===== src/inc/asfc_cfg.svh =====
`ifndef ASFC_CFG_SVH
`define ASFC_CFG_SVH

// ----------------------------------------------------------------
// rom-level and function command codes
// ----------------------------------------------------------------
`define ASFC_CMD_SKIP 8'hCC
`define ASFC_CMD_MATCH 8'h55
`define ASFC_CMD_RESUME 8'hA5
`define ASFC_CMD_WR_SEARCH 8'hCC
`define ASFC_CMD_RD_REGS 8'hF0
`define ASFC_CMD_CH_READ 8'hF5
`define ASFC_CMD_CH_WRITE 8'h5A
`define ASFC_CMD_CLR_ACT 8'hC3

// ----------------------------------------------------------------
// register page addresses
// ----------------------------------------------------------------
`define ASFC_ADDR_PIN_STATE 16'h0088
`define ASFC_ADDR_OUT_LATCH 16'h0089
`define ASFC_ADDR_ACTIVITY 16'h008A
`define ASFC_ADDR_MASK 16'h008B
`define ASFC_ADDR_POLARITY 16'h008C
`define ASFC_ADDR_CTRL 16'h008D
`define ASFC_ADDR_PAGE_END 16'h008F

// ----------------------------------------------------------------
// control and status fields
// ----------------------------------------------------------------
`define ASFC_CTRL_SRC 0
`define ASFC_CTRL_TERM 1
`define ASFC_CTRL_PIN_FN 2
`define ASFC_CTRL_POR 3
`define ASFC_CTRL_SUPPLY 7

// ----------------------------------------------------------------
// reset values and fixed bytes
// ----------------------------------------------------------------
`define ASFC_OUT_RESET 8'hFF
`define ASFC_PIN_RESET 8'hFF
`define ASFC_BYTE_ONES 8'hFF
`define ASFC_BYTE_CONFIRM 8'hAA
`define ASFC_CRC_POLY 16'hA001
`define ASFC_BLOCK_LAST 5'd31
`define ASFC_MATCH_LAST 3'd7
`define ASFC_FIFO_DEPTH 8
`define ASFC_BYTE_W 8

`endif


===== src/inc/asfc_pkg.sv =====
package asfc_pkg;

  // ----------------------------------------------------------------
  // byte carrier between the bus byte layer and this block
  // ----------------------------------------------------------------
  typedef struct packed {
    logic valid;
    logic [7:0] data;
  } asfc_byte_s;

  // ----------------------------------------------------------------
  // command interpreter states
  // ----------------------------------------------------------------
  typedef enum logic [3:0] {
    st_rom, st_match, st_idle, st_func, st_ta1, st_ta2, st_rd, st_wr,
    st_crc, st_car, st_cw1, st_cw2, st_cwaa, st_cwpin, st_fill
  } asfc_state_e;

  typedef struct packed {
    asfc_state_e st;
    logic [15:0] addr;
    logic [15:0] crc;
    logic [4:0] cnt;
    logic [2:0] idx;
    logic match_ok;
    logic resume;
    logic is_write;
    logic crc_car;
    logic [7:0] out_latch;
    logic [7:0] act;
    logic [7:0] mask;
    logic [7:0] pol;
    logic source_select;
    logic ct;
    logic pin_function_select;
    logic power_on_latch;
    logic [7:0] fill;
    logic [7:0] cw_byte;
    logic [7:0] pin_s1;
    logic [7:0] pin_s2;
    logic [7:0] pin_prev;
    logic rs_s1;
    logic rs_s2;
    logic strobe;
    logic presence;
    logic hit;
  } asfc_core_s;

endpackage : asfc_pkg


===== src/core/asfc_core.sv =====
`timescale 1ns/100ps
`include "asfc_cfg.svh"

// How it works
// RQ1 - after reset and presence, skip code CCh selects the device directly
// RQ2 - match code 55h then eight id bytes selects only the matching device
// RQ3 - function CCh takes address low, address high, then register data bytes
// RQ4 - page writes and reads step the address by one per byte
// RQ5 - channel mask at 008Bh; set bits join the search, FFh selects all
// RQ6 - polarity after mask; a set bit makes logic one the qualifying state
// RQ7 - control value 04h makes pin a strobe output; readback gives 84h
// RQ8 - source field one takes search condition from activity latches
// RQ9 - control 01h: latch source, or term, pin input, power latch cleared
// RQ10 - writing zero to the power-on latch field clears that latch
// RQ11 - after FFh, FFh, 01h the page reads FFh, FFh, 81h
// RQ12 - function F0h plus address streams register contents to the master
// RQ13 - function F5h samples all eight pins, one status byte per sample
// RQ14 - every 32 status bytes are followed by a two byte crc16
// RQ15 - channel read runs on block after block until a bus reset
// RQ16 - function 5Ah takes byte and inverse; applied only on exact inverse
// RQ17 - output byte FFh turns all drivers off so pins read FFh
// RQ18 - good output write answers AAh, then a fresh pin status byte
// RQ19 - function C3 clears all activity latches and answers AAh
// RQ20 - latch source with or term joins search if any selected latch set
// RQ21 - bad inverse leaves outputs alone and answers ones until reset
// RQ22 - resume code A5h reselects the device addressed most recently
// RQ23 - every byte travels least significant bit first
// RQ24 - a bus reset aborts any function and waits for a rom command
// RQ25 - crc of first block covers command too, later blocks only samples

module asfc_fifo #(
  parameter int WIDTH = 8,
  parameter int DEPTH = 8
) (
  input wire logic sys_clk,
  input wire logic reset,
  input wire logic clr,
  input wire logic in_valid,
  input wire logic [WIDTH-1:0] in_data,
  output logic in_ready,
  output logic out_valid,
  output logic [WIDTH-1:0] out_data,
  input wire logic out_ready
);
  localparam int AW = $clog2(DEPTH);

  typedef struct packed {
    logic [DEPTH-1:0][WIDTH-1:0] mem;
    logic [AW:0] wp;
    logic [AW:0] rp;
  } asfc_fifo_s;

  asfc_fifo_s s;
  asfc_fifo_s next_s;
  logic full;
  logic empty;

  assign empty = (s.wp == s.rp);
  assign full = (s.wp[AW] != s.rp[AW]) && (s.wp[AW-1:0] == s.rp[AW-1:0]);
  assign in_ready = !full;
  assign out_valid = !empty;
  assign out_data = s.mem[s.rp[AW-1:0]];

  always_comb begin
    next_s = s;
    if (in_valid && !full) begin
      next_s.mem[s.wp[AW-1:0]] = in_data;
      next_s.wp = s.wp + 1'b1;
    end
    if (out_ready && !empty) begin
      next_s.rp = s.rp + 1'b1;
    end
    if (clr) begin
      next_s.wp = '0;
      next_s.rp = '0;
    end
  end

  always_ff @(posedge sys_clk) begin
    if (reset) begin
      s <= '0;
    end else begin
      s <= next_s;
    end
  end
endmodule : asfc_fifo

module asfc_core #(
  parameter logic [63:0] ROM_ID = 64'h0123456789ABCD29 // arbitrary value
) (
  input wire logic sys_clk,
  input wire logic reset,
  input wire logic bus_reset,
  input wire asfc_pkg::asfc_byte_s rx,
  output logic presence_pulse,
  output logic tx_valid,
  output logic [7:0] tx_data,
  input wire logic tx_ready,
  input wire logic [7:0] pio_in,
  output logic [7:0] pio_o,
  output logic [7:0] pio_oe,
  input wire logic rso_in,
  output logic rso_o,
  output logic rso_oe,
  output logic search_match
);
  import asfc_pkg::*;

  asfc_core_s s;
  asfc_core_s next_s;
  asfc_byte_s push;
  logic in_ready;
  logic accept;
  logic [7:0] qual;

  // ----------------------------------------------------------------
  // helpers
  // ----------------------------------------------------------------
  function automatic logic [15:0] asfc_crc16(input logic [15:0] c,
                                             input logic [7:0] d);
    logic [15:0] r;
    r = c;
    for (int i = 0; i < 8; i++) begin
      if (r[0] ^ d[i]) begin // RQ23
        r = (r >> 1) ^ `ASFC_CRC_POLY;
      end else begin
        r = r >> 1;
      end
    end
    return r;
  endfunction : asfc_crc16

  function automatic logic [7:0] asfc_reg_rd(input asfc_core_s c,
                                             input logic [15:0] a);
    logic [7:0] ctrl;
    ctrl = 8'h00;
    ctrl[`ASFC_CTRL_SRC] = c.source_select;
    ctrl[`ASFC_CTRL_TERM] = c.ct;
    ctrl[`ASFC_CTRL_PIN_FN] = c.pin_function_select;
    ctrl[`ASFC_CTRL_POR] = c.power_on_latch;
    ctrl[`ASFC_CTRL_SUPPLY] = 1'b1; // RQ7 RQ11
    if (a == `ASFC_ADDR_PIN_STATE) begin
      return c.pin_s2;
    end else if (a == `ASFC_ADDR_OUT_LATCH) begin
      return c.out_latch;
    end else if (a == `ASFC_ADDR_ACTIVITY) begin
      return c.act;
    end else if (a == `ASFC_ADDR_MASK) begin
      return c.mask; // RQ5
    end else if (a == `ASFC_ADDR_POLARITY) begin
      return c.pol; // RQ6
    end else if (a == `ASFC_ADDR_CTRL) begin
      return ctrl;
    end else begin
      return `ASFC_BYTE_ONES;
    end
  endfunction : asfc_reg_rd

  // ----------------------------------------------------------------
  // search condition
  // ----------------------------------------------------------------
  always_comb begin
    if (s.source_select) begin
      qual = s.mask & ~(s.act ^ s.pol); // RQ8
    end else begin
      qual = s.mask & ~(s.pin_s2 ^ s.pol);
    end
  end

  // ----------------------------------------------------------------
  // command interpreter
  // ----------------------------------------------------------------
  always_comb begin
    next_s = s;
    push = '0;
    next_s.strobe = 1'b0;
    next_s.presence = 1'b0;
    next_s.pin_s1 = pio_in;
    next_s.pin_s2 = s.pin_s1;
    next_s.pin_prev = s.pin_s2;
    next_s.rs_s1 = rso_in;
    next_s.rs_s2 = s.rs_s1;
    next_s.act = s.act | (s.pin_s2 ^ s.pin_prev);
    if (!s.pin_function_select && !s.rs_s2) begin
      next_s.out_latch = `ASFC_OUT_RESET;
    end
    if (s.ct) begin
      next_s.hit = (qual == s.mask) && (|s.mask);
    end else begin
      next_s.hit = |qual; // RQ20
    end
    case (s.st)
      st_rom: begin
        if (rx.valid) begin
          if (rx.data == `ASFC_CMD_SKIP) begin
            next_s.st = st_func; // RQ1
            next_s.resume = 1'b0;
          end else if (rx.data == `ASFC_CMD_MATCH) begin
            next_s.st = st_match;
            next_s.idx = 3'd0;
            next_s.match_ok = 1'b1;
          end else if (rx.data == `ASFC_CMD_RESUME && s.resume) begin
            next_s.st = st_func; // RQ22
          end else begin
            next_s.st = st_idle;
          end
        end
      end
      st_match: begin
        if (rx.valid) begin
          next_s.match_ok = s.match_ok &&
                            (rx.data == ROM_ID[{s.idx, 3'b000} +: 8]);
          next_s.idx = 3'(s.idx + 3'd1);
          if (s.idx == `ASFC_MATCH_LAST) begin
            next_s.st = next_s.match_ok ? st_func : st_idle; // RQ2
            next_s.resume = next_s.match_ok; // RQ22
          end
        end
      end
      st_func: begin
        if (rx.valid) begin
          next_s.crc = asfc_crc16(16'h0000, rx.data); // RQ25
          next_s.cnt = 5'd0;
          if (rx.data == `ASFC_CMD_RD_REGS) begin
            next_s.st = st_ta1; // RQ12
            next_s.is_write = 1'b0;
          end else if (rx.data == `ASFC_CMD_WR_SEARCH) begin
            next_s.st = st_ta1; // RQ3
            next_s.is_write = 1'b1;
          end else if (rx.data == `ASFC_CMD_CH_READ) begin
            next_s.st = st_car; // RQ13
          end else if (rx.data == `ASFC_CMD_CH_WRITE) begin
            next_s.st = st_cw1;
          end else if (rx.data == `ASFC_CMD_CLR_ACT) begin
            next_s.act = s.pin_s2 ^ s.pin_prev; // RQ19
            next_s.fill = `ASFC_BYTE_CONFIRM;
            next_s.st = st_fill;
          end else begin
            next_s.st = st_idle;
          end
        end
      end
      st_ta1: begin
        if (rx.valid) begin
          next_s.addr[7:0] = rx.data; // RQ3
          next_s.crc = asfc_crc16(s.crc, rx.data);
          next_s.st = st_ta2;
        end
      end
      st_ta2: begin
        if (rx.valid) begin
          next_s.addr[15:8] = rx.data;
          next_s.crc = asfc_crc16(s.crc, rx.data);
          next_s.fill = `ASFC_BYTE_ONES;
          if (s.is_write) begin
            if ({rx.data, s.addr[7:0]} >= `ASFC_ADDR_MASK &&
                {rx.data, s.addr[7:0]} <= `ASFC_ADDR_CTRL) begin
              next_s.st = st_wr;
            end else begin
              next_s.st = st_fill;
            end
          end else if ({rx.data, s.addr[7:0]} >= `ASFC_ADDR_PIN_STATE &&
                       {rx.data, s.addr[7:0]} <= `ASFC_ADDR_PAGE_END) begin
            next_s.st = st_rd;
          end else begin
            next_s.st = st_fill;
          end
        end
      end
      st_rd: begin
        push.valid = 1'b1;
        push.data = asfc_reg_rd(s, s.addr); // RQ12
        if (accept) begin
          next_s.crc = asfc_crc16(s.crc, push.data);
          next_s.addr = s.addr + 16'h0001; // RQ4
          if (s.addr == `ASFC_ADDR_PAGE_END) begin
            next_s.st = st_crc;
            next_s.crc_car = 1'b0;
          end
        end
      end
      st_wr: begin
        if (rx.valid) begin
          next_s.addr = s.addr + 16'h0001; // RQ4
          if (s.addr == `ASFC_ADDR_MASK) begin
            next_s.mask = rx.data; // RQ5
          end else if (s.addr == `ASFC_ADDR_POLARITY) begin
            next_s.pol = rx.data; // RQ6
          end else begin
            next_s.source_select = rx.data[`ASFC_CTRL_SRC]; // RQ9
            next_s.ct = rx.data[`ASFC_CTRL_TERM];
            next_s.pin_function_select = rx.data[`ASFC_CTRL_PIN_FN]; // RQ7
            next_s.power_on_latch = s.power_on_latch & rx.data[`ASFC_CTRL_POR]; // RQ10
            next_s.st = st_fill;
          end
        end
      end
      st_crc: begin
        push.valid = 1'b1;
        push.data = s.cnt[0] ? ~s.crc[15:8] : ~s.crc[7:0];
        if (accept) begin
          next_s.cnt = s.cnt[0] ? 5'd0 : 5'd1;
          if (s.cnt[0]) begin
            next_s.crc = 16'h0000; // RQ25
            next_s.st = s.crc_car ? st_car : st_fill; // RQ15
          end
        end
      end
      st_car: begin
        push.valid = 1'b1;
        push.data = s.pin_s2; // RQ13
        if (accept) begin
          next_s.crc = asfc_crc16(s.crc, push.data);
          next_s.strobe = s.pin_function_select;
          next_s.cnt = 5'(s.cnt + 5'd1);
          if (s.cnt == `ASFC_BLOCK_LAST) begin
            next_s.st = st_crc; // RQ14
            next_s.crc_car = 1'b1;
            next_s.cnt = 5'd0;
          end
        end
      end
      st_cw1: begin
        if (rx.valid) begin
          next_s.cw_byte = rx.data;
          next_s.st = st_cw2;
        end
      end
      st_cw2: begin
        if (rx.valid) begin
          if (rx.data == ~s.cw_byte) begin
            next_s.out_latch = s.cw_byte; // RQ16 RQ17
            next_s.strobe = s.pin_function_select;
            next_s.st = st_cwaa;
          end else begin
            next_s.fill = `ASFC_BYTE_ONES; // RQ21
            next_s.st = st_fill;
          end
        end
      end
      st_cwaa: begin
        push.valid = 1'b1;
        push.data = `ASFC_BYTE_CONFIRM; // RQ18
        if (accept) begin
          next_s.st = st_cwpin;
        end
      end
      st_cwpin: begin
        push.valid = 1'b1;
        push.data = s.pin_s2; // RQ18
        if (accept) begin
          next_s.st = st_cw1;
        end
      end
      st_fill: begin
        push.valid = 1'b1;
        push.data = s.fill;
      end
      default: begin
        next_s.st = st_idle;
      end
    endcase
    if (bus_reset) begin
      next_s.st = st_rom; // RQ24
      next_s.presence = 1'b1;
      push = '0;
    end
  end

  always_ff @(posedge sys_clk) begin
    if (reset) begin
      s <= '0;
      s.out_latch <= `ASFC_OUT_RESET;
      s.pin_s1 <= `ASFC_PIN_RESET;
      s.pin_s2 <= `ASFC_PIN_RESET;
      s.pin_prev <= `ASFC_PIN_RESET;
      s.rs_s1 <= 1'b1;
      s.rs_s2 <= 1'b1;
      s.power_on_latch <= 1'b1;
    end else begin
      s <= next_s;
    end
  end

  // ----------------------------------------------------------------
  // answer buffer and pins
  // ----------------------------------------------------------------
  assign accept = push.valid & in_ready;

  asfc_fifo #(
    .WIDTH(`ASFC_BYTE_W),
    .DEPTH(`ASFC_FIFO_DEPTH)
  ) u_fifo (
    .sys_clk(sys_clk),
    .reset(reset),
    .clr(bus_reset),
    .in_valid(push.valid),
    .in_data(push.data),
    .in_ready(in_ready),
    .out_valid(tx_valid),
    .out_data(tx_data),
    .out_ready(tx_ready)
  );

  assign presence_pulse = s.presence;
  assign pio_o = 8'h00;
  assign pio_oe = ~s.out_latch;
  assign rso_o = 1'b0;
  assign rso_oe = s.strobe;
  assign search_match = s.hit;
endmodule : asfc_core


===== config.mk =====
export PLATFORM = sky130hd
export DESIGN_NAME = asfc_core
export DESIGN_NICKNAME = d
export VERILOG_FILES = /design/src/inc/asfc_pkg.sv /design/src/core/asfc_core.sv
export VERILOG_INCLUDE_DIRS = /design/src /design/src/inc
export SDC_FILE = /design/constraint.sdc
export NUM_CORES = 1
export LEC_CHECK = 0
export BUFFER_PORTS_ARGS = -buffer_cell sky130_fd_sc_hd__buf_2
export CORE_UTILIZATION = 60
export CTS_BUF_LIST = sky130_fd_sc_hd__clkbuf_4
export CTS_CLUSTER_SIZE = 20
export DETAILED_ROUTE_END_ITERATION = 6
export GPL_ROUTABILITY_DRIVEN = 0
export PLACE_DENSITY = 0.78
export SLEW_MARGIN = 20
export SYNTH_ARGS = -nofsm -noshare
export SYNTH_HDL_FRONTEND = slang
export SYNTH_SLANG_ARGS = --single-unit

===== constraint.sdc =====
create_clock -name sys_clk -period 6.85 [get_ports sys_clk]
set_input_delay 1.37 -clock sys_clk [delete_from_list [all_inputs] [get_ports sys_clk]]
set_output_delay 1.37 -clock sys_clk [all_outputs]
set_load 0.1 [all_outputs]

==> summary.md <==
| Metric | Value |
|---|---|
| Status | finished with violations |
| Violated checks | DRC |
| Post-route ant nets | 0 |
| All-Layer GR Usage | 31.2% |
| Final wirelength | 30100 um |
| Syn Inst Count | 1361 |
| Worst-path clk slew | 0.19 ns |
| Worst Path Arrival | 4.57 ns |
| Via count | 9956 |
| Row cnt | 50 |
| CTS tree | yes |
| DRC viols | 2 |
| Worst Hold Class | reg -> reg |
| FF-to-FF Start | s[126] |
| Max-cap violations | 0 |
| Async set-or-reset flop fraction in the synthesized netlist | 0% |
| RSZ-0062 raised after global routing | no |
| Nets | 1387 |
| Peak supply drop | 0.120 mV |
| Antenna violations before repair | 1 |
| IO Pins | 51 |
| DRT Pass-1 Iters | 7 |
| Pwr Density | 180 nW/um^2 |
| Worst Path Max Fanout | 27 |
| Layout Skew | 0.0344 ns |
| Synth Register Bits | 195 |
| Final Cycle Share | 58.9% |
| Core Region | 18800 um^2 |
| Post-route minimum period | 4.04 ns |
| Setup TNS Final | 0 ns |
| CP startpoint kind | register |
| Via/cell ratio | 6.30 |
| CTS root buf | clkbuf_4 |
| Critical path type | reg -> reg |
| Int Power | 1.44 mW |
| Top_reg_cell synth | dfxtp_1 |
| Net switching power figure | 0.717 mW |
| Setup violators final | 0 |
| Synth unique cells | 84 |
| Critical Path RT | 7.39 ns |
| Switching Fraction | 33.2% |
| H-tree levels | 4 |
| Slew @ Worst Pin | 1.07 ns |
| Most common cell after layout, fill and taps aside | dfxtp_1 |
| Synth Warn # | 0 |
| Total power | 2.16 mW |
| Clk network pwr share | 32.6% |
| Combinational share of power | 12.6% |
| Setup Fix Bufs, Post-CTS | 0 |
| Post-synth EDFFs | 0 |
| 1st-iter DRT viols | 1188 |
| Synth Area per Inst | 8.45 um^2 |
| Pins over their slew limit | 0 |
| CTS Buf Count | 17 |
| Largest net degree at the start of global routing | 95 |
| # clock sinks | 195 |
| CTS resizes | 0 |
| Port Buffers | 41 |
| Hold_sp | next_s[14] |
| DPL Wire Length | 20600 um |
| P_leak | 4.66 nW |
| Max_slew headroom | 28.2% |
| Die Span X | 140 um |
| Fmax | 248 MHz |
| Fin. Hold Viols | 0 |
| Fillers | 1636 |
| Post-Syn Area | 11500 um^2 |
| Fraction of layout cells with a size suffix above 1 | 12.3% |
| Grt total ovfl | 0 |
| Sequential fraction of the synthesis area | 33.9% |
| Hold-fix buffers, CTS | 0 |
| Die H | 140 um |
| Most frequent cells in the layout | dfxtp_1 (195), nor2_1 (191), nand2_1 (109), mux2i_1 (103), a21oi_1 (93) |
| Part of the power in registers | 54.8% |
| Initial Util | 61.3% |
| Area growth syn-to-layout | 4.46% |
| Number of global-route vias before repair | 9110 |
| Worst-skew pair later-pin latency | 0.65 ns |
| First-pass GRT wire length | 48400 um |
| Full die area | 19700 um^2 |
| Max Buffers Root-to-Sink | 2 |
| Routed length per placed instance | 19.0 um |
| Worst setup EP type | register |
| CP Launch Point | s[126] |
[Yosys cell counts, drive strengths merged (16+ instances only)]
cell type	instances	area, um^2
ha	32	400
clkbuf	78	293
a21oi	99	526
nand3	27	140
a22oi	24	180
nor2	191	717
xnor2	66	597
buf	27	158
xor2	43	392
mux4	16	360
dfxtp	195	3900
o21ai	53	265
nand2	111	422
or2	27	169
nor3	27	145
mux2i	103	1030
inv	39	146
[final timing paths]
| kind | end | slack, ns | cells past startpoint |
|---|---|---|---|
| hold reg to reg | next_s[6] | 0.44 | 1 |
| setup / recovery | s[126] | 2.81 | 10 |
| hold / removal | next_s[6] | 0.44 | 1 |
| setup reg to reg | s[126] | 2.81 | 10 |
[logic make-up (layout without fill, tap and decap cells)]
group	after synthesis	after routing	share of synthesized area, %
and+or+nand+nor	473	473	19.8
AOI/OAI and AO/OA	278	278	15.7
DFF	195	195	33.9
buffers and inverters	144	121	5.19
muxes	127	127	12.9
xor gates and xnor gates	111	111	9.01
adders and majority gates	32	32	3.48
other	1	10	0.0326
[worst max-delay path, stage by stage, from the launching register on]
cell and delay (ns):
dfxtp_1 0.92, nand2_1 0.28, o21ai_0 0.26, nand2b_1 0.25, nor2_1 0.77, o31ai_1 0.17, a22oi_1 0.20, nor2_1 0.06
a311oi_1 0.73, mux2i_1 0.26, nor2_1 0.05
[power by group through the flow]
stage               sequential (mW)  combinational [mW]  clock (mW)
floorplan                      1.19               0.225           0
global placement               1.20               0.260           0
detailed placement             1.20               0.266           0
CTS                            1.18               0.267       0.715
global route                   1.19               0.294       0.761
finish                         1.18               0.273       0.704
[registers in the layout (all words and copies together), names as in the netlist]
signal	cells
next_s	17
presence_pulse	1
rso_oe	1
s	103
search_match	1
u_fifo.s	72
[through the flow]
stage / setup WS, ns / instance area, um^2 / util (%) / hold WS, ns / instances
2_1_floorplan: 3.38 / 11500 / - / 0.389 / 1369
3_3_place_gp: 2.67 / 11700 / 62.1 / 0.395 / 1548
3_5_place_dp: 2.57 / 11700 / 62.1 / 0.401 / 1548
4_1_cts: 2.83 / 12000 / 63.9 / 0.441 / 1580
5_1_grt: 2.51 / 12000 / 64.0 / 0.451 / 1581
6_report: 2.81 / 12000 / 64.0 / 0.436 / 1581
[layer usage]
| metal | share of wire, % | up-vias | wire [um] | global-route usage [%] |
|---|---|---|---|---|
| met3 | 8.1 | 95 | 2430 | 5.26 |
| met1 | 44 | 4719 | 13400 | 43.7 |
| met4 | 3.4 | 0 | 1030 | 12.6 |
| met5 | 0 | - | 0 | 0 |
| li1 | - | 4680 | - | - |
| met2 | 44 | 462 | 13300 | 47.7 |
[final cells by class]
cell class	count	area, um^2	area share (%)
multi-input combinational	1030	7050	58.7
sequential	195	3900	32.5
tap	234	293	2.44
clock inverter	15	213	1.77
inverter	39	146	1.22
timing repair buffer	50	275	2.29
antenna	1	2.50	0.0208
clock buffer	17	128	1.06
Power figures use the tool's default switching activity.
